File: config.mk
export PLATFORM = sky130hd
export DESIGN_NAME = fps_top
export DESIGN_NICKNAME = d
export VERILOG_FILES = /design/src/rtl/fps_pkg.sv /design/src/rtl/fps_ctl_if.sv /design/src/rtl/fps_phase_ring.sv /design/src/rtl/fps_startup_timer.sv /design/src/rtl/fps_top.sv
export SDC_FILE = /design/constraint.sdc
export NUM_CORES = 1
export LEC_CHECK = 0
export BUFFER_PORTS_ARGS = -buffer_cell sky130_fd_sc_hd__buf_2
export CAP_MARGIN = 30
export CORE_MARGIN = 10
export CORE_UTILIZATION = 51
export DETAILED_ROUTE_END_ITERATION = 10
export PLACE_DENSITY_LB_ADDON = 0.05
export SLEW_MARGIN = 10
export SYNTH_ARGS = -nofsm -noshare
export SYNTH_HDL_FRONTEND = slang
export SYNTH_SLANG_ARGS = --single-unit
File: constraint.sdc
create_clock -name clk_sys -period 4.1 [get_ports clk_sys]
set_input_delay 0.82 -clock clk_sys [delete_from_list [all_inputs] [get_ports clk_sys]]
set_output_delay 0.82 -clock clk_sys [all_outputs]
set_load 0.02 [all_outputs]
File: src/rtl/fps_pkg.sv
// constants and types for the fetch pipeline and program counter sequencer
// Overview of operation
// - four non-overlapping phase clocks; one full sequence is one instruction cycle
// - counter advances at start of phase one, fetch then; phases two to four execute (phase_clks output lags a cycle, so it shows phase four at fetch_strobe)
// - next fetch overlaps current execution; sequential instructions take one cycle
// - jumps and calls take two cycles: obtain target, then branch
// - counter adds one per instruction unless execution is redirected
// - taken skip discards prefetched instruction, inserts dummy, counter reaches address plus two
// - only low counter byte is readable and writable; writes keep upper bits (the status register also reads the full counter)
// - any write to the low counter byte inserts one dummy cycle
// - jumps, calls, interrupts and reset load the full target address
// - wake-up from power-down waits 1024 system clock periods before executing
// - vectors: reset 000, external 004, timer0 008, timer1 or converter 00C, converter 010
// - counter width is 10, 11 or 12 bits by variant
// - returns restore the counter from the saved stack value
package fps_pkg;
    localparam int unsigned PC_W = 12;
    localparam int unsigned ADDR_W = 12;
    localparam int unsigned PHASES = 4;

    localparam logic [11:0] REG_PC_LOW = 12'h000;
    localparam logic [11:0] REG_STAT = 12'h004;
    localparam logic [11:0] REG_CFG = 12'h008;

    localparam logic [7:0] PC_LOW_RESET = 8'h00;
    localparam logic [11:0] PC_RESET = 12'h000;
    localparam logic [1:0] CFG_VARIANT_RESET = 2'h2;

    localparam int unsigned STAT_RUN_BIT = 0;
    localparam int unsigned STAT_DUMMY_BIT = 1;
    localparam int unsigned STAT_PHASE_LSB = 4;
    localparam int unsigned STAT_PC_LSB = 8;

    localparam logic [11:0] VEC_EXT = 12'h004;
    localparam logic [11:0] VEC_TMR0 = 12'h008;
    localparam logic [11:0] VEC_TMR1 = 12'h00C;
    localparam logic [11:0] VEC_ADC_BIG = 12'h010;

    localparam logic [3:0] PHASE_RESET = 4'h1;

    localparam int unsigned CLK_PERIOD_NS = 50;
    localparam int unsigned STARTUP_TSYS = 1024;
    localparam int unsigned STARTUP_CYC = (STARTUP_TSYS * CLK_PERIOD_NS) / CLK_PERIOD_NS;
    localparam int unsigned STARTUP_CNT_W = 11;

    typedef enum logic [1:0] {
        FPS_VAR_10,
        FPS_VAR_11,
        FPS_VAR_12
    } fps_variant_t;

    typedef enum logic [1:0] {
        FPS_INT_EXT,
        FPS_INT_TMR0,
        FPS_INT_TMR1,
        FPS_INT_ADC
    } fps_int_src_t;

    typedef enum {
        FPS_ST_RUN,
        FPS_ST_SLEEP,
        FPS_ST_WAKE
    } fps_state_t;
endpackage : fps_pkg

File: src/rtl/fps_ctl_if.sv
// control carrier between the sequencer, phase ring and start-up timer
`timescale 1ns/1ns
interface fps_ctl_if;
    logic run;
    logic [3:0] phase;
    logic boundary;
    logic wake_go;
    logic startup_done;

    modport seq (output run, output wake_go, input phase, input boundary, input startup_done);
    modport ring (input run, output phase, output boundary);
    modport timer (input wake_go, output startup_done);
endinterface : fps_ctl_if

File: src/rtl/fps_phase_ring.sv
// four-phase one-hot ring that marks the instruction cycle
`timescale 1ns/1ns
module fps_phase_ring
    import fps_pkg::*;
(
    input wire logic clk_sys,
    input wire logic resetn,
    fps_ctl_if.ring ctl
);
    logic [3:0] phase_q;
    logic [3:0] phase_d;

    always_comb begin
        phase_d = phase_q;
        if (ctl.run) begin
            phase_d = {phase_q[2:0], phase_q[3]};
        end
    end

    always_ff @(posedge clk_sys or negedge resetn) begin
        if (!resetn) begin
            phase_q <= PHASE_RESET;
        end else begin
            phase_q <= phase_d;
        end
    end

    assign ctl.phase = phase_q;
    // last phase while running: next edge starts a new instruction cycle
    assign ctl.boundary = phase_q[3] & ctl.run;
endmodule : fps_phase_ring

File: src/rtl/fps_startup_timer.sv
// start-up wait counter used on wake-up from power-down
`timescale 1ns/1ns
module fps_startup_timer
    import fps_pkg::*;
(
    input wire logic clk_sys,
    input wire logic resetn,
    fps_ctl_if.timer ctl
);
    logic [STARTUP_CNT_W-1:0] cnt_q;
    logic [STARTUP_CNT_W-1:0] cnt_d;
    logic done_q;
    logic done_d;

    always_comb begin
        cnt_d = cnt_q;
        done_d = 1'b0;
        if (ctl.wake_go) begin
            cnt_d = STARTUP_CNT_W'(STARTUP_CYC);
        end else if (cnt_q != '0) begin
            cnt_d = cnt_q - STARTUP_CNT_W'(1);
            done_d = (cnt_q == STARTUP_CNT_W'(1));
        end
    end

    always_ff @(posedge clk_sys or negedge resetn) begin
        if (!resetn) begin
            cnt_q <= '0;
            done_q <= 1'b0;
        end else begin
            cnt_q <= cnt_d;
            done_q <= done_d;
        end
    end

    assign ctl.startup_done = done_q;
endmodule : fps_startup_timer

File: src/rtl/fps_top.sv
// program counter sequencer with four-phase fetch pipeline and apb register slave
`timescale 1ns/1ns
module fps_top
    import fps_pkg::*;
(
    input wire logic clk_sys,
    input wire logic resetn,
    input wire logic psel,
    input wire logic penable,
    input wire logic pwrite,
    input wire logic [11:0] paddr,
    input wire logic [31:0] pwdata,
    output logic [31:0] prdata,
    output logic pready,
    output logic pslverr,
    input wire logic ex_jump,
    input wire logic ex_call,
    input wire logic ex_ret,
    input wire logic ex_skip,
    input wire logic ex_pc_low_wr,
    input wire logic [7:0] ex_pc_low_data,
    input wire logic [11:0] ex_target,
    input wire logic [11:0] ex_stack_pc,
    input wire logic int_ack,
    input wire logic [1:0] int_src,
    input wire logic halt_req,
    input wire logic wake_evt,
    output logic [11:0] fetch_addr,
    output logic fetch_strobe,
    output logic [3:0] phase_clks,
    output logic exec_valid,
    output logic stack_push,
    output logic [11:0] stack_push_data,
    output logic stack_pop,
    output logic running
);
    fps_ctl_if ctl ();

    fps_phase_ring u_ring (
        .clk_sys(clk_sys),
        .resetn(resetn),
        .ctl(ctl)
    );

    fps_startup_timer u_timer (
        .clk_sys(clk_sys),
        .resetn(resetn),
        .ctl(ctl)
    );

    // mask of implemented counter bits for the selected variant
    function automatic logic [11:0] pc_mask(input logic [1:0] variant);
        logic [11:0] m;
        m = 12'hFFF;
        if (variant == FPS_VAR_10) begin
            m = 12'h3FF;
        end else if (variant == FPS_VAR_11) begin
            m = 12'h7FF;
        end
        return m;
    endfunction : pc_mask

    // interrupt vector lookup
    function automatic logic [11:0] int_vector(input logic [1:0] src, input logic [1:0] variant);
        logic [11:0] v;
        v = VEC_EXT;
        case (src)
            FPS_INT_TMR0: v = VEC_TMR0;
            FPS_INT_TMR1: v = VEC_TMR1;
            FPS_INT_ADC: v = (variant == FPS_VAR_10) ? VEC_TMR1 : VEC_ADC_BIG;
            default: v = VEC_EXT;
        endcase
        return v;
    endfunction : int_vector

    // sequencer state
    logic [11:0] pc_q;
    logic [11:0] pc_d;
    logic exec_valid_q;
    logic exec_valid_d;
    logic fetch_q;
    logic fetch_d;
    logic push_q;
    logic push_d;
    logic [11:0] push_data_q;
    logic [11:0] push_data_d;
    logic pop_q;
    logic pop_d;
    logic pend_q;
    logic pend_d;
    logic [7:0] pend_data_q;
    logic [7:0] pend_data_d;
    logic [3:0] phase_q;
    logic [3:0] phase_d;
    fps_state_t state_q;
    fps_state_t state_d;
    logic run_q;
    logic run_d;
    logic wake_go_q;
    logic wake_go_d;

    // register slave state
    logic [1:0] variant_q;
    logic [1:0] variant_d;
    logic [31:0] prdata_q;
    logic [31:0] prdata_d;
    logic pready_q;
    logic pready_d;
    logic pslverr_q;
    logic pslverr_d;

    logic apb_access;
    logic apb_done;
    logic apb_wr_pc_low;
    logic [11:0] mask;

    assign apb_access = psel & penable & ~pready_q;
    // writes commit at the edge where the master sees pready high
    assign apb_done = psel & penable & pready_q;
    assign apb_wr_pc_low = apb_done & pwrite & (paddr == REG_PC_LOW);
    assign mask = pc_mask(variant_q);

    always_comb begin
        pc_d = pc_q;
        exec_valid_d = exec_valid_q;
        fetch_d = 1'b0;
        push_d = 1'b0;
        push_data_d = push_data_q;
        pop_d = 1'b0;
        pend_d = pend_q;
        pend_data_d = pend_data_q;
        state_d = state_q;
        wake_go_d = 1'b0;
        if (ctl.boundary) begin
            fetch_d = 1'b1;
            exec_valid_d = 1'b1;
            if (exec_valid_q && int_ack) begin
                pc_d = int_vector(int_src, variant_q);
                push_d = 1'b1;
                push_data_d = pc_q;
                exec_valid_d = 1'b0;
            end else if (exec_valid_q && (ex_jump || ex_call)) begin
                pc_d = ex_target;
                push_d = ex_call;
                push_data_d = pc_q;
                exec_valid_d = 1'b0;
            end else if (exec_valid_q && ex_ret) begin
                pc_d = ex_stack_pc;
                pop_d = 1'b1;
                exec_valid_d = 1'b0;
            end else if (exec_valid_q && ex_pc_low_wr) begin
                pc_d = {pc_q[11:8], ex_pc_low_data};
                exec_valid_d = 1'b0;
            end else if (pend_q) begin
                pc_d = {pc_q[11:8], pend_data_q};
                pend_d = 1'b0;
                exec_valid_d = 1'b0;
            end else if (exec_valid_q && ex_skip) begin
                // prefetched word at pc_q is dropped, next fetch at pc_q plus one
                pc_d = pc_q + 12'h001;
                exec_valid_d = 1'b0;
            end else begin
                pc_d = pc_q + 12'h001;
            end
            pc_d = pc_d & mask;
            if (exec_valid_q && halt_req && state_q == FPS_ST_RUN) begin
                state_d = FPS_ST_SLEEP;
            end
        end
        if (apb_wr_pc_low) begin
            pend_d = 1'b1;
            pend_data_d = pwdata[7:0];
        end
        case (state_q)
            FPS_ST_SLEEP: begin
                if (wake_evt) begin
                    state_d = FPS_ST_WAKE;
                    wake_go_d = 1'b1;
                end
            end
            FPS_ST_WAKE: begin
                if (ctl.startup_done) begin
                    state_d = FPS_ST_RUN;
                end
            end
            default: begin
            end
        endcase
        run_d = (state_d == FPS_ST_RUN);
        phase_d = ctl.phase;
    end

    always_ff @(posedge clk_sys or negedge resetn) begin
        if (!resetn) begin
            pc_q <= PC_RESET;
            exec_valid_q <= 1'b0;
            fetch_q <= 1'b0;
            push_q <= 1'b0;
            push_data_q <= PC_RESET;
            pop_q <= 1'b0;
            pend_q <= 1'b0;
            pend_data_q <= PC_LOW_RESET;
            phase_q <= PHASE_RESET;
            state_q <= FPS_ST_RUN;
            run_q <= 1'b1;
            wake_go_q <= 1'b0;
        end else begin
            pc_q <= pc_d;
            exec_valid_q <= exec_valid_d;
            fetch_q <= fetch_d;
            push_q <= push_d;
            push_data_q <= push_data_d;
            pop_q <= pop_d;
            pend_q <= pend_d;
            pend_data_q <= pend_data_d;
            phase_q <= phase_d;
            state_q <= state_d;
            run_q <= run_d;
            wake_go_q <= wake_go_d;
        end
    end

    assign ctl.run = run_q;
    assign ctl.wake_go = wake_go_q;

    // apb slave: one wait state, reads show live state
    always_comb begin
        variant_d = variant_q;
        prdata_d = prdata_q;
        pready_d = 1'b0;
        pslverr_d = 1'b0;
        if (apb_access) begin
            pready_d = 1'b1;
            prdata_d = 32'h0000_0000;
            if (paddr == REG_PC_LOW) begin
                prdata_d[7:0] = pc_q[7:0];
            end else if (paddr == REG_STAT) begin
                prdata_d[STAT_RUN_BIT] = run_q;
                prdata_d[STAT_DUMMY_BIT] = ~exec_valid_q;
                prdata_d[STAT_PHASE_LSB +: 4] = ctl.phase;
                prdata_d[STAT_PC_LSB +: 12] = pc_q;
            end else if (paddr == REG_CFG) begin
                prdata_d[1:0] = variant_q;
            end else begin
                pslverr_d = 1'b1;
            end
        end
        if (apb_done && pwrite && paddr == REG_CFG && pwdata[1:0] != 2'h3) begin
            variant_d = pwdata[1:0];
        end
    end

    always_ff @(posedge clk_sys or negedge resetn) begin
        if (!resetn) begin
            variant_q <= CFG_VARIANT_RESET;
            prdata_q <= 32'h0000_0000;
            pready_q <= 1'b0;
            pslverr_q <= 1'b0;
        end else begin
            variant_q <= variant_d;
            prdata_q <= prdata_d;
            pready_q <= pready_d;
            pslverr_q <= pslverr_d;
        end
    end

    assign prdata = prdata_q;
    assign pready = pready_q;
    assign pslverr = pslverr_q;
    assign fetch_addr = pc_q;
    assign fetch_strobe = fetch_q;
    assign phase_clks = phase_q;
    assign exec_valid = exec_valid_q;
    assign stack_push = push_q;
    assign stack_push_data = push_data_q;
    assign stack_pop = pop_q;
    assign running = run_q;
endmodule : fps_top
==> flow_summary.toml, run 1 <==
[run_status]
status = "complete, no violations"

[logic_synthesis]
yosysTopAreaCellShare_pct = 51.1
yosysSeqAreaShare_pct = 53.0
ys_top_cells_by_area = "dfrtp_1, clkbuf_1, mux2_2"
synthTopCellsByCount = "dfrtp_1, clkbuf_1, nand2_1"
syn_inst = 502
avgSynthCellArea_um2 = 10.8
synthDistinctLibCells = 65
synth-seq-cells = 115
yosysTopAreaCell = "dfrtp_1"
synthFlopType = "dfrtp_1"
synth_edf_count = 0
async_reset_ff_share_pct = 100
synth_warnings = 0
syn_area_um2 = 5440
synth.most_common_cell = "dfrtp_1"

[sta]
setup_tns_ns = 0
hold_viol = 0
slew_viol_final = 0
finalWorstPathRequiredPeriod_ns = 2.38
fin_skew_ns = 0.00754
tightest_slew_ns = 0.843
slew_headroom_pct = 43.4
grt_setup_unrepaired = "no"
fmax_mhz = 420
setup_viol = 0
period_share_pct = 58.1

[critical_path]
path_cells = "nand2_1 -> inv_1 -> nand2_1 -> o31ai_1 -> a32o_1"
path_max_fanout = 17
cpPeakStageDelay_ns = 0.61
cpMaxStageDelayCell = "dfstp_2"
cp.required_ns = 4.53
cp-start-kind = "register"
crit_top_cell = "nand2_1"
crit_arrival_ns = 2.82
path_class = "reg -> reg"
cp-end-kind = "register"

[place]
dp_cells = 705
port_buffers = 121
gp_congestion = 0.937
dpl.hpwl_um = 10400

[clocking]
cts_resized = 0
htreeDepth = 4
clock-sinks = 115
max-clock-path-buffers = 2
clk_latency_ns = 0.50
clk_pin_slew_ns = 0.06
numCtsBuffers = 17
cts_setup_buffers = 0
cts_tree = "done"
cts_hold_buf = 0
root_buffer = "clkbuf_8"

[die]
core-area_um2 = 10400
dieArea_um2 = 15200
die_h_um = 123
ios = 158
rows = 37
die_w_um = 123
start_util_pct = 52.4

[cells_and_area]
final_layout_size_suffix_gt1_share_pct = 34.3
antenna_cells = 0
fin_cells = 739
layout.nets = 684
synthToLayoutAreaGrowth_pct = 20.2

[route]
final_antenna_net_count = 0
first_pass_iters = 5
drc_errors = 0
vias_per_cell = 5.82
routed_wl_um = 14500
drt-initial-drc-count = 475
wl_per_cell_um = 19.6
vias = 4303

[global_route]
grt_max_degree = 65
overflow = 0
globalRouteTotalUtil_pct = 19.4
first_global_vias = 4407
grt_pass1_wl_um = 23200
antenna_found_initial = 0

[worst_hold_path]
hp-class = "reg -> reg"

[pwr]
power_density_nw_per_um2 = 441
total_leakage_power_nw = 3.18
vdd_drop_max_mv = 0.237

[job]
cap_violations = 0
==> cells in the final DEF, fill, tap and decap left out, types with 12 or more instances in the layout <==
| cell type | n |
|---|---|
| a21oi_1 | 16 |
| clkbuf_16 | 16 |
| dfrtp_1 | 111 |
| mux2_2 | 18 |
| inv_1 | 12 |
| a22o_1 | 15 |
| buf_2 | 120 |
| nor2_1 | 22 |
| o21ai_0 | 22 |
| nand2_1 | 28 |
| conb_1 | 12 |
==> cell families after synthesis <==
| kind of cell | after synthesis | synth area share (%) |
|---|---|---|
| AOI/OAI and AO/OA | 125 | 16.9 |
| xor gates and xnor gates | 7 | 1.13 |
| adders and majority gates | 3 | 0.690 |
| buffers and inverters | 81 | 6.49 |
| DFF | 115 | 53.0 |
| muxes | 32 | 7.04 |
| other | 1 | 0.0689 |
| and+or+nand+nor | 138 | 14.7 |
==> worst max-delay path: cells and delay by family, from the launching register on <==
family | cells | cell delay (ns)
AOI/OAI and AO/OA | 2 | 0.48
DFF | 1 | 0.61
buffers and inverters | 1 | 0.52
and+or+nand+nor | 2 | 0.71
==> where the power goes <==
part	leakage (nW)	internal [mW]	switching, mW
sequential	1.54	1.19	0.0726
combinational	1.39	0.127	0.171
clock	0.249	0.760	0.564
==> layout make-up <==
cell class                 count  area (µm²)
fill                         862        3830
tap                          136         170
inverter                      12        45.0
clock buffer                  18         418
timing repair buffer         127         653
multi-input combinational    317        2240
clock inverter                14         121
sequential                   115        2880
==> through the flow <==
step           cell area [µm²]  util (%)  power (mW)  setup WS, ns  hold slack [ns]
2_1_floorplan             5480         -        1.47          1.79            0.365
3_3_place_gp              5980      57.7        1.56          1.32            0.365
3_5_place_dp              5980      57.7        1.58          1.31            0.366
4_1_cts                   6520      62.9        2.90          1.55            0.380
5_1_grt                   6540      63.0        3.01          1.57            0.384
6_report                  6540      63.0        2.88          1.72            0.376
==> state kept, by name, indices dropped and copies added (netlist names) <==
signal / flops
ctl.wake_go: 1
exec_valid: 1
fetch_addr: 12
fetch_strobe: 1
pend_data_q: 8
pend_q: 1
phase_clks: 4
prdata: 20
pready: 1
pslverr: 1
running: 1
stack_pop: 1
stack_push: 1
stack_push_data: 12
state_q: 32
u_ring.ctl.phase: 4
u_timer.cnt_q: 11
u_timer.ctl.startup_done: 1
variant_q: 2
==> final timing paths <==
| path | from | to | slack (ns) | cells past startpoint |
|---|---|---|---|---|
| min | state_q[31] | state_q[31] | 0.38 | 0 |
| min reg2reg | state_q[31] | state_q[31] | 0.38 | 0 |
| max reg2reg | running | fetch_addr[9] | 1.72 | 5 |
| max in group asynchronous | resetn | running | 2.80 | 2 |
| max | running | fetch_addr[9] | 1.72 | 5 |
| min in group asynchronous | resetn | pend_data_q[1] | 0.41 | 1 |
==> routing by layer <==
metal	wire, µm	global-route usage (%)
met2	6490	29.1
met1	6280	26.1
met4	180	6.48
met5	0	0
met3	1540	6.02
Power figures use the tool's default switching activity.
==> run 2, diff against run 1 <==
--- a/config.mk
+++ b/config.mk
@@ -8,7 +8,7 @@
 export BUFFER_PORTS_ARGS = -buffer_cell sky130_fd_sc_hd__buf_2
 export CAP_MARGIN = 30
 export CORE_MARGIN = 10
-export CORE_UTILIZATION = 51
+export CORE_UTILIZATION = 47
 export DETAILED_ROUTE_END_ITERATION = 10
 export PLACE_DENSITY_LB_ADDON = 0.05
 export SLEW_MARGIN = 10
==> constraint.sdc (replaced) <==
create_clock -name clk_sys -period 2.17 [get_ports clk_sys]
set_input_delay 0.434 -clock clk_sys [delete_from_list [all_inputs] [get_ports clk_sys]]
set_output_delay 0.434 -clock clk_sys [all_outputs]
set_load 0.02 [all_outputs]
==> flow_summary.toml, run 2 (synthesis results as in run 1) <==
[cells_and_area]
final_common_cell = "buf_2"
largest_register_ffs = 32
nFillCells = 969
antenna_cells = 0
top_register = "state_q"
final_layout_size_suffix_gt1_share_pct = 36.6
synthToLayoutAreaGrowth_pct = 25.9
layout.nets = 706
layout_common_cells = "buf_2, dfrtp_1, nand2_1"

[route]
routed_wl_um = 14900
vias = 4370
final_antenna_net_count = 0
wl_per_cell_um = 19.5
vias_per_cell = 5.69
first_pass_iters = 5
drc_errors = 0
drt-initial-drc-count = 338

[critical_path]
path_max_fanout = 2
cp-start-kind = "register"
cpPeakStageDelay_ns = 0.38
path_cells = "ha_1 -> mux2_2 -> mux2_2 -> mux2_2 -> a221o_1"
cpMaxStageDelayCell = "dfrtp_1"
crit_arrival_ns = 2.17
crit_buf_inv = 0
cp-end-kind = "register"
path_class = "reg -> reg"
cp.required_ns = 2.45
crit_family = "multiplexers"
crit_top_cell = "mux2_2"

[sta]
timing.hold.ws_ns = 0.257
hold_viol = 0
period_share_pct = 86.8
slew_headroom_pct = 59.6
slew_viol_final = 0
grt_setup_unrepaired = "no"
setup_viol = 0
finalWorstPathRequiredPeriod_ns = 1.88
fin_skew_ns = 0.00928
setup_tns_ns = 0
tightest_slew_ns = 0.599
fmax_mhz = 531
timing.final.ws_setup_ns = 0.287

[die]
dieArea_um2 = 16300
start_util_pct = 47.8
die_h_um = 128
rows = 39
die_w_um = 128
ios = 158
core-area_um2 = 11400

[global_route]
grt_pass1_wl_um = 24400
antenna_found_initial = 0
grt_max_degree = 45
first_global_vias = 4602
overflow = 0
globalRouteTotalUtil_pct = 18.6

[worst_hold_path]
hp-class = "in -> reg"

[pwr]
total_leakage_power_nw = 3.36
power.total_mw = 5.96
power_density_nw_per_um2 = 870
vdd_drop_max_mv = 0.623

[clocking]
clock-sinks = 115
htreeDepth = 4
clk_latency_ns = 0.41
cts_tree = "done"
max-clock-path-buffers = 2
cts_resized = 0
numCtsBuffers = 17
clk_pin_slew_ns = 0.06
root_buffer = "clkbuf_16"
cts_setup_buffers = 0

[run_status]
status = "complete, no violations"

[job]
cap_violations = 0

[place]
gp_congestion = 0.907
dpl.hpwl_um = 11000
dp_slack_ns = 0.229
port_buffers = 121
run 2: cell types whose count changed in the layout (fill, tap and decap cells not counted), moves of 2 or more:
cell	delta
bufinv_16	+4
inv_8	-2
buf_4	+18
clkinvlp_4	-3
buf_12	+3
inv_6	-3
clkinv_4	+3
run 2: cell type report:
class                      count  area [µm²]  area share, %
clock buffer                  18         439           6.41
clock inverter                14         201           2.94
inverter                      12        45.0          0.658
multi-input combinational    317        2240           32.8
sequential                   115        2880           42.1
tap                          143         179           2.61
timing repair buffer         149         858           12.5
run 2: metrics by stage:
step	utilization (%)	instance area, µm²	instances
2_1_floorplan	-	5480	513
3_3_place_gp	54.5	6200	735
3_5_place_dp	54.5	6200	735
4_1_cts	60.3	6850	768
5_1_grt	60.3	6850	768
6_report	60.3	6850	768
run 2: timing repair:
action,4_1_cts,5_1_grt
hold buffers,1,0
endpoints found under the hold margin,27,0
endpoints found under the setup margin,0,0
run 2: worst reg2reg max path, cell delays in order (launching register included):
cell and delay (ns):
dfrtp_1 0.38, ha_1 0.28, mux2_2 0.25, mux2_2 0.25
mux2_2 0.26, a221o_1 0.34
run 2: metal layers:
layer	track usage, %	wire (µm)
met2	28.8	6760
met1	23.6	6640
met3	6.04	1240
met5	0	0
met4	7.42	312
run 2: power by group:
group,switching (mW),internal [mW]
Clock,1.02,1.96
Sequential,0.134,2.25
Combinational,0.329,0.262
run 2: final timing paths:
path	from	to	slack, ns	depth (start not counted)
worst min-delay path	pwdata[4]	pend_data_q[4]	0.26	2
worst min register to register	state_q[21]	state_q[21]	0.37	0
worst max-delay path	fetch_addr[0]	fetch_addr[1]	0.29	5
worst max register to register	fetch_addr[0]	fetch_addr[1]	0.29	5
max in group asynchronous	resetn	variant_q[1]	0.99	3
min in group asynchronous	resetn	pslverr	0.54	2
==> run 3, diff against run 2 <==
--- a/config.mk
+++ b/config.mk
@@ -5,6 +5,7 @@
 export SDC_FILE = /design/constraint.sdc
 export NUM_CORES = 1
 export LEC_CHECK = 0
+export ABC_AREA = 1
 export BUFFER_PORTS_ARGS = -buffer_cell sky130_fd_sc_hd__buf_2
 export CAP_MARGIN = 30
 export CORE_MARGIN = 10
==> flow_summary.toml, run 3 <==
[clocking]
numCtsBuffers = 17
clock-sinks = 115
cts_setup_buffers = 0
max-clock-path-buffers = 2
clk_latency_ns = 0.52
cts_tree = "done"
clk_pin_slew_ns = 0.06
cts_resized = 0
root_buffer = "clkbuf_8"
htreeDepth = 4
cts_hold_buf = 1

[cells_and_area]
final_common_cell = "buf_2"
seq_area_um2 = 2880
layout_common_cells = "buf_2, dfrtp_1, nand2_1"
synthToLayoutAreaGrowth_pct = 23.1
top_register = "state_q"
nFillCells = 973
multiInputGateArea_um2 = 1910
largest_register_ffs = 32
stdcell_area_um2 = 6490
postLayoutCoreUtil_pct = 59.6
final_layout_size_suffix_gt1_share_pct = 28.5
layout.nets = 797

[logic_synthesis]
yosysTopAreaCellShare_pct = 52.7
synth_warnings = 0
synth.most_common_cell = "dfrtp_1"
syn_inst = 599
synth_edf_count = 0
yosysSeqAreaShare_pct = 54.7
synthTopCellsByCount = "dfrtp_1, nand2_1, nor2_1"
ys_top_cells_by_area = "dfrtp_1, nand2_1, nor2_1"
yosysTopAreaCell = "dfrtp_1"
avgSynthCellArea_um2 = 8.80
synthDistinctLibCells = 44
syn_area_um2 = 5270
synthFlopType = "dfrtp_1"
synth-seq-cells = 115
async_reset_ff_share_pct = 100

[sta]
timing.hold.ws_ns = 0.162
setup_tns_ns = 0
tightest_slew_ns = 0.683
hold_viol = 0
slew_headroom_pct = 54.4
finalWorstPathRequiredPeriod_ns = 1.81
period_share_pct = 83.4
fmax_mhz = 552
slew_viol_final = 0
grt_setup_unrepaired = "no"
fin_skew_ns = 0.00866
setup_viol = 0

[pwr]
vdd_drop_max_mv = 0.730
power.total_mw = 8.24
total_leakage_power_nw = 3.42
power_density_nw_per_um2 = 1270

[critical_path]
worst-r2r-setup-slack_ns = 0.36
crit_arrival_ns = 2.21
path_class = "reg -> reg"
cpMaxStageDelayCell = "dfrtp_1"
cp-end-kind = "register"
path_max_fanout = 7
cp-start-kind = "register"
cp.required_ns = 2.57
path_cells = "ha_1 -> nand3_2 -> nor3_2 -> nand3_1 -> clkinv_1 -> a21oi_1 -> o21ai_1 -> nand2_1 -> nand2_1 -> o21ai_1"
cpPeakStageDelay_ns = 0.51

[worst_hold_path]
hp-class = "in -> reg"

[route]
vias_per_cell = 5.15
drc_errors = 0
routed_wl_um = 14200
wl_per_cell_um = 16.5
drt-initial-drc-count = 289
vias = 4415
final_antenna_net_count = 0
first_pass_iters = 5

[die]
rows = 38
dieArea_um2 = 15900
start_util_pct = 48.4
ios = 158
core-area_um2 = 10900
die_w_um = 126
die_h_um = 126

[global_route]
globalRouteTotalUtil_pct = 17.9
antenna_found_initial = 2
grt_pass1_wl_um = 23000
grt_max_degree = 43
overflow = 0
first_global_vias = 4538

[place]
port_buffers = 121
dpl.hpwl_um = 10800
dpl-instance-area_um2 = 5900
gp_congestion = 0.940

[job]
cap_violations = 0

[run_status]
status = "complete, no violations"
-- run 3: cell count changes in the layout (fill, tap and decap cells not counted), sizes merged, moves of 11 or more --
cell	delta
a22o	-15
buf	-17
inv	+44
mux2	-22
nand2	+83
nand3	+12
nor2	+60
nor4	-11
o21ai	+45
-- run 3: path summary, 6_finish.rpt --
check,from,to,cells after the start
worst min register to register,state_q[31],state_q[31],0
min in group asynchronous,resetn,phase_clks[3],2
worst max register to register,fetch_addr[0],fetch_addr[10],10
max in group asynchronous,resetn,variant_q[1],3
worst min-delay path,pwdata[6],pend_data_q[6],2
worst max-delay path,fetch_addr[0],fetch_addr[10],10
-- run 3: power by group --
group          switching, mW  internal (mW)
combinational           1.66          0.859
sequential             0.424           2.60
clock                   1.05           1.65
total                   3.13           5.11
-- run 3: layout make-up --
class                           count  share of cell area [%]
Sequential cell                   115                    44.4
Timing Repair Buffer              132                    11.1
Tap cell                          140                    2.70
Clock buffer                       18                    6.44
Inverter                           58                    3.43
Antenna cell                        1                  0.0385
Multi-Input combinational cell    379                    29.5
Clock inverter                     14                    2.45
-- run 3: cell families (layout without fill, tap and decap cells) --
kind of cell,count (synthesis),count (layout),synth area share (%)
fa+ha+maj,3,3,0.712
flops,115,115,54.7
simple gates,236,236,20.1
mux,4,4,0.925
buf+inv,116,222,9.80
xor+xnor,4,4,0.664
other cells,1,13,0.0711
compound gates,120,120,13.0
-- run 3: critical path: cells and delay by family (launching register included) --
kind | cells | cell delay (ns)
AO/OA/AOI/OAI | 3 | 0.20
adder cells (fa/ha/maj) | 1 | 0.27
buffers and inverters | 1 | 0.08
flip-flops | 1 | 0.51
AND/OR/NAND/NOR | 5 | 0.63
-- run 3: layer usage --
layer	part of all wire, %	track usage (%)	wire (µm)	up-vias
met3	7.4	6.12	1050	36
met2	47	27.8	6670	156
met4	3.0	7.84	425	2
li1	-	-	-	2128
met1	42	22.1	6000	2093
met5	0.092	0	13	-
-- run 3: stage by stage --
step | setup slack, ns | std cells
floorplan | 0.569 | 610
global placement | 0.329 | 823
detailed placement | 0.293 | 823
CTS | 0.355 | 856
global route | 0.220 | 856
finish | 0.360 | 857
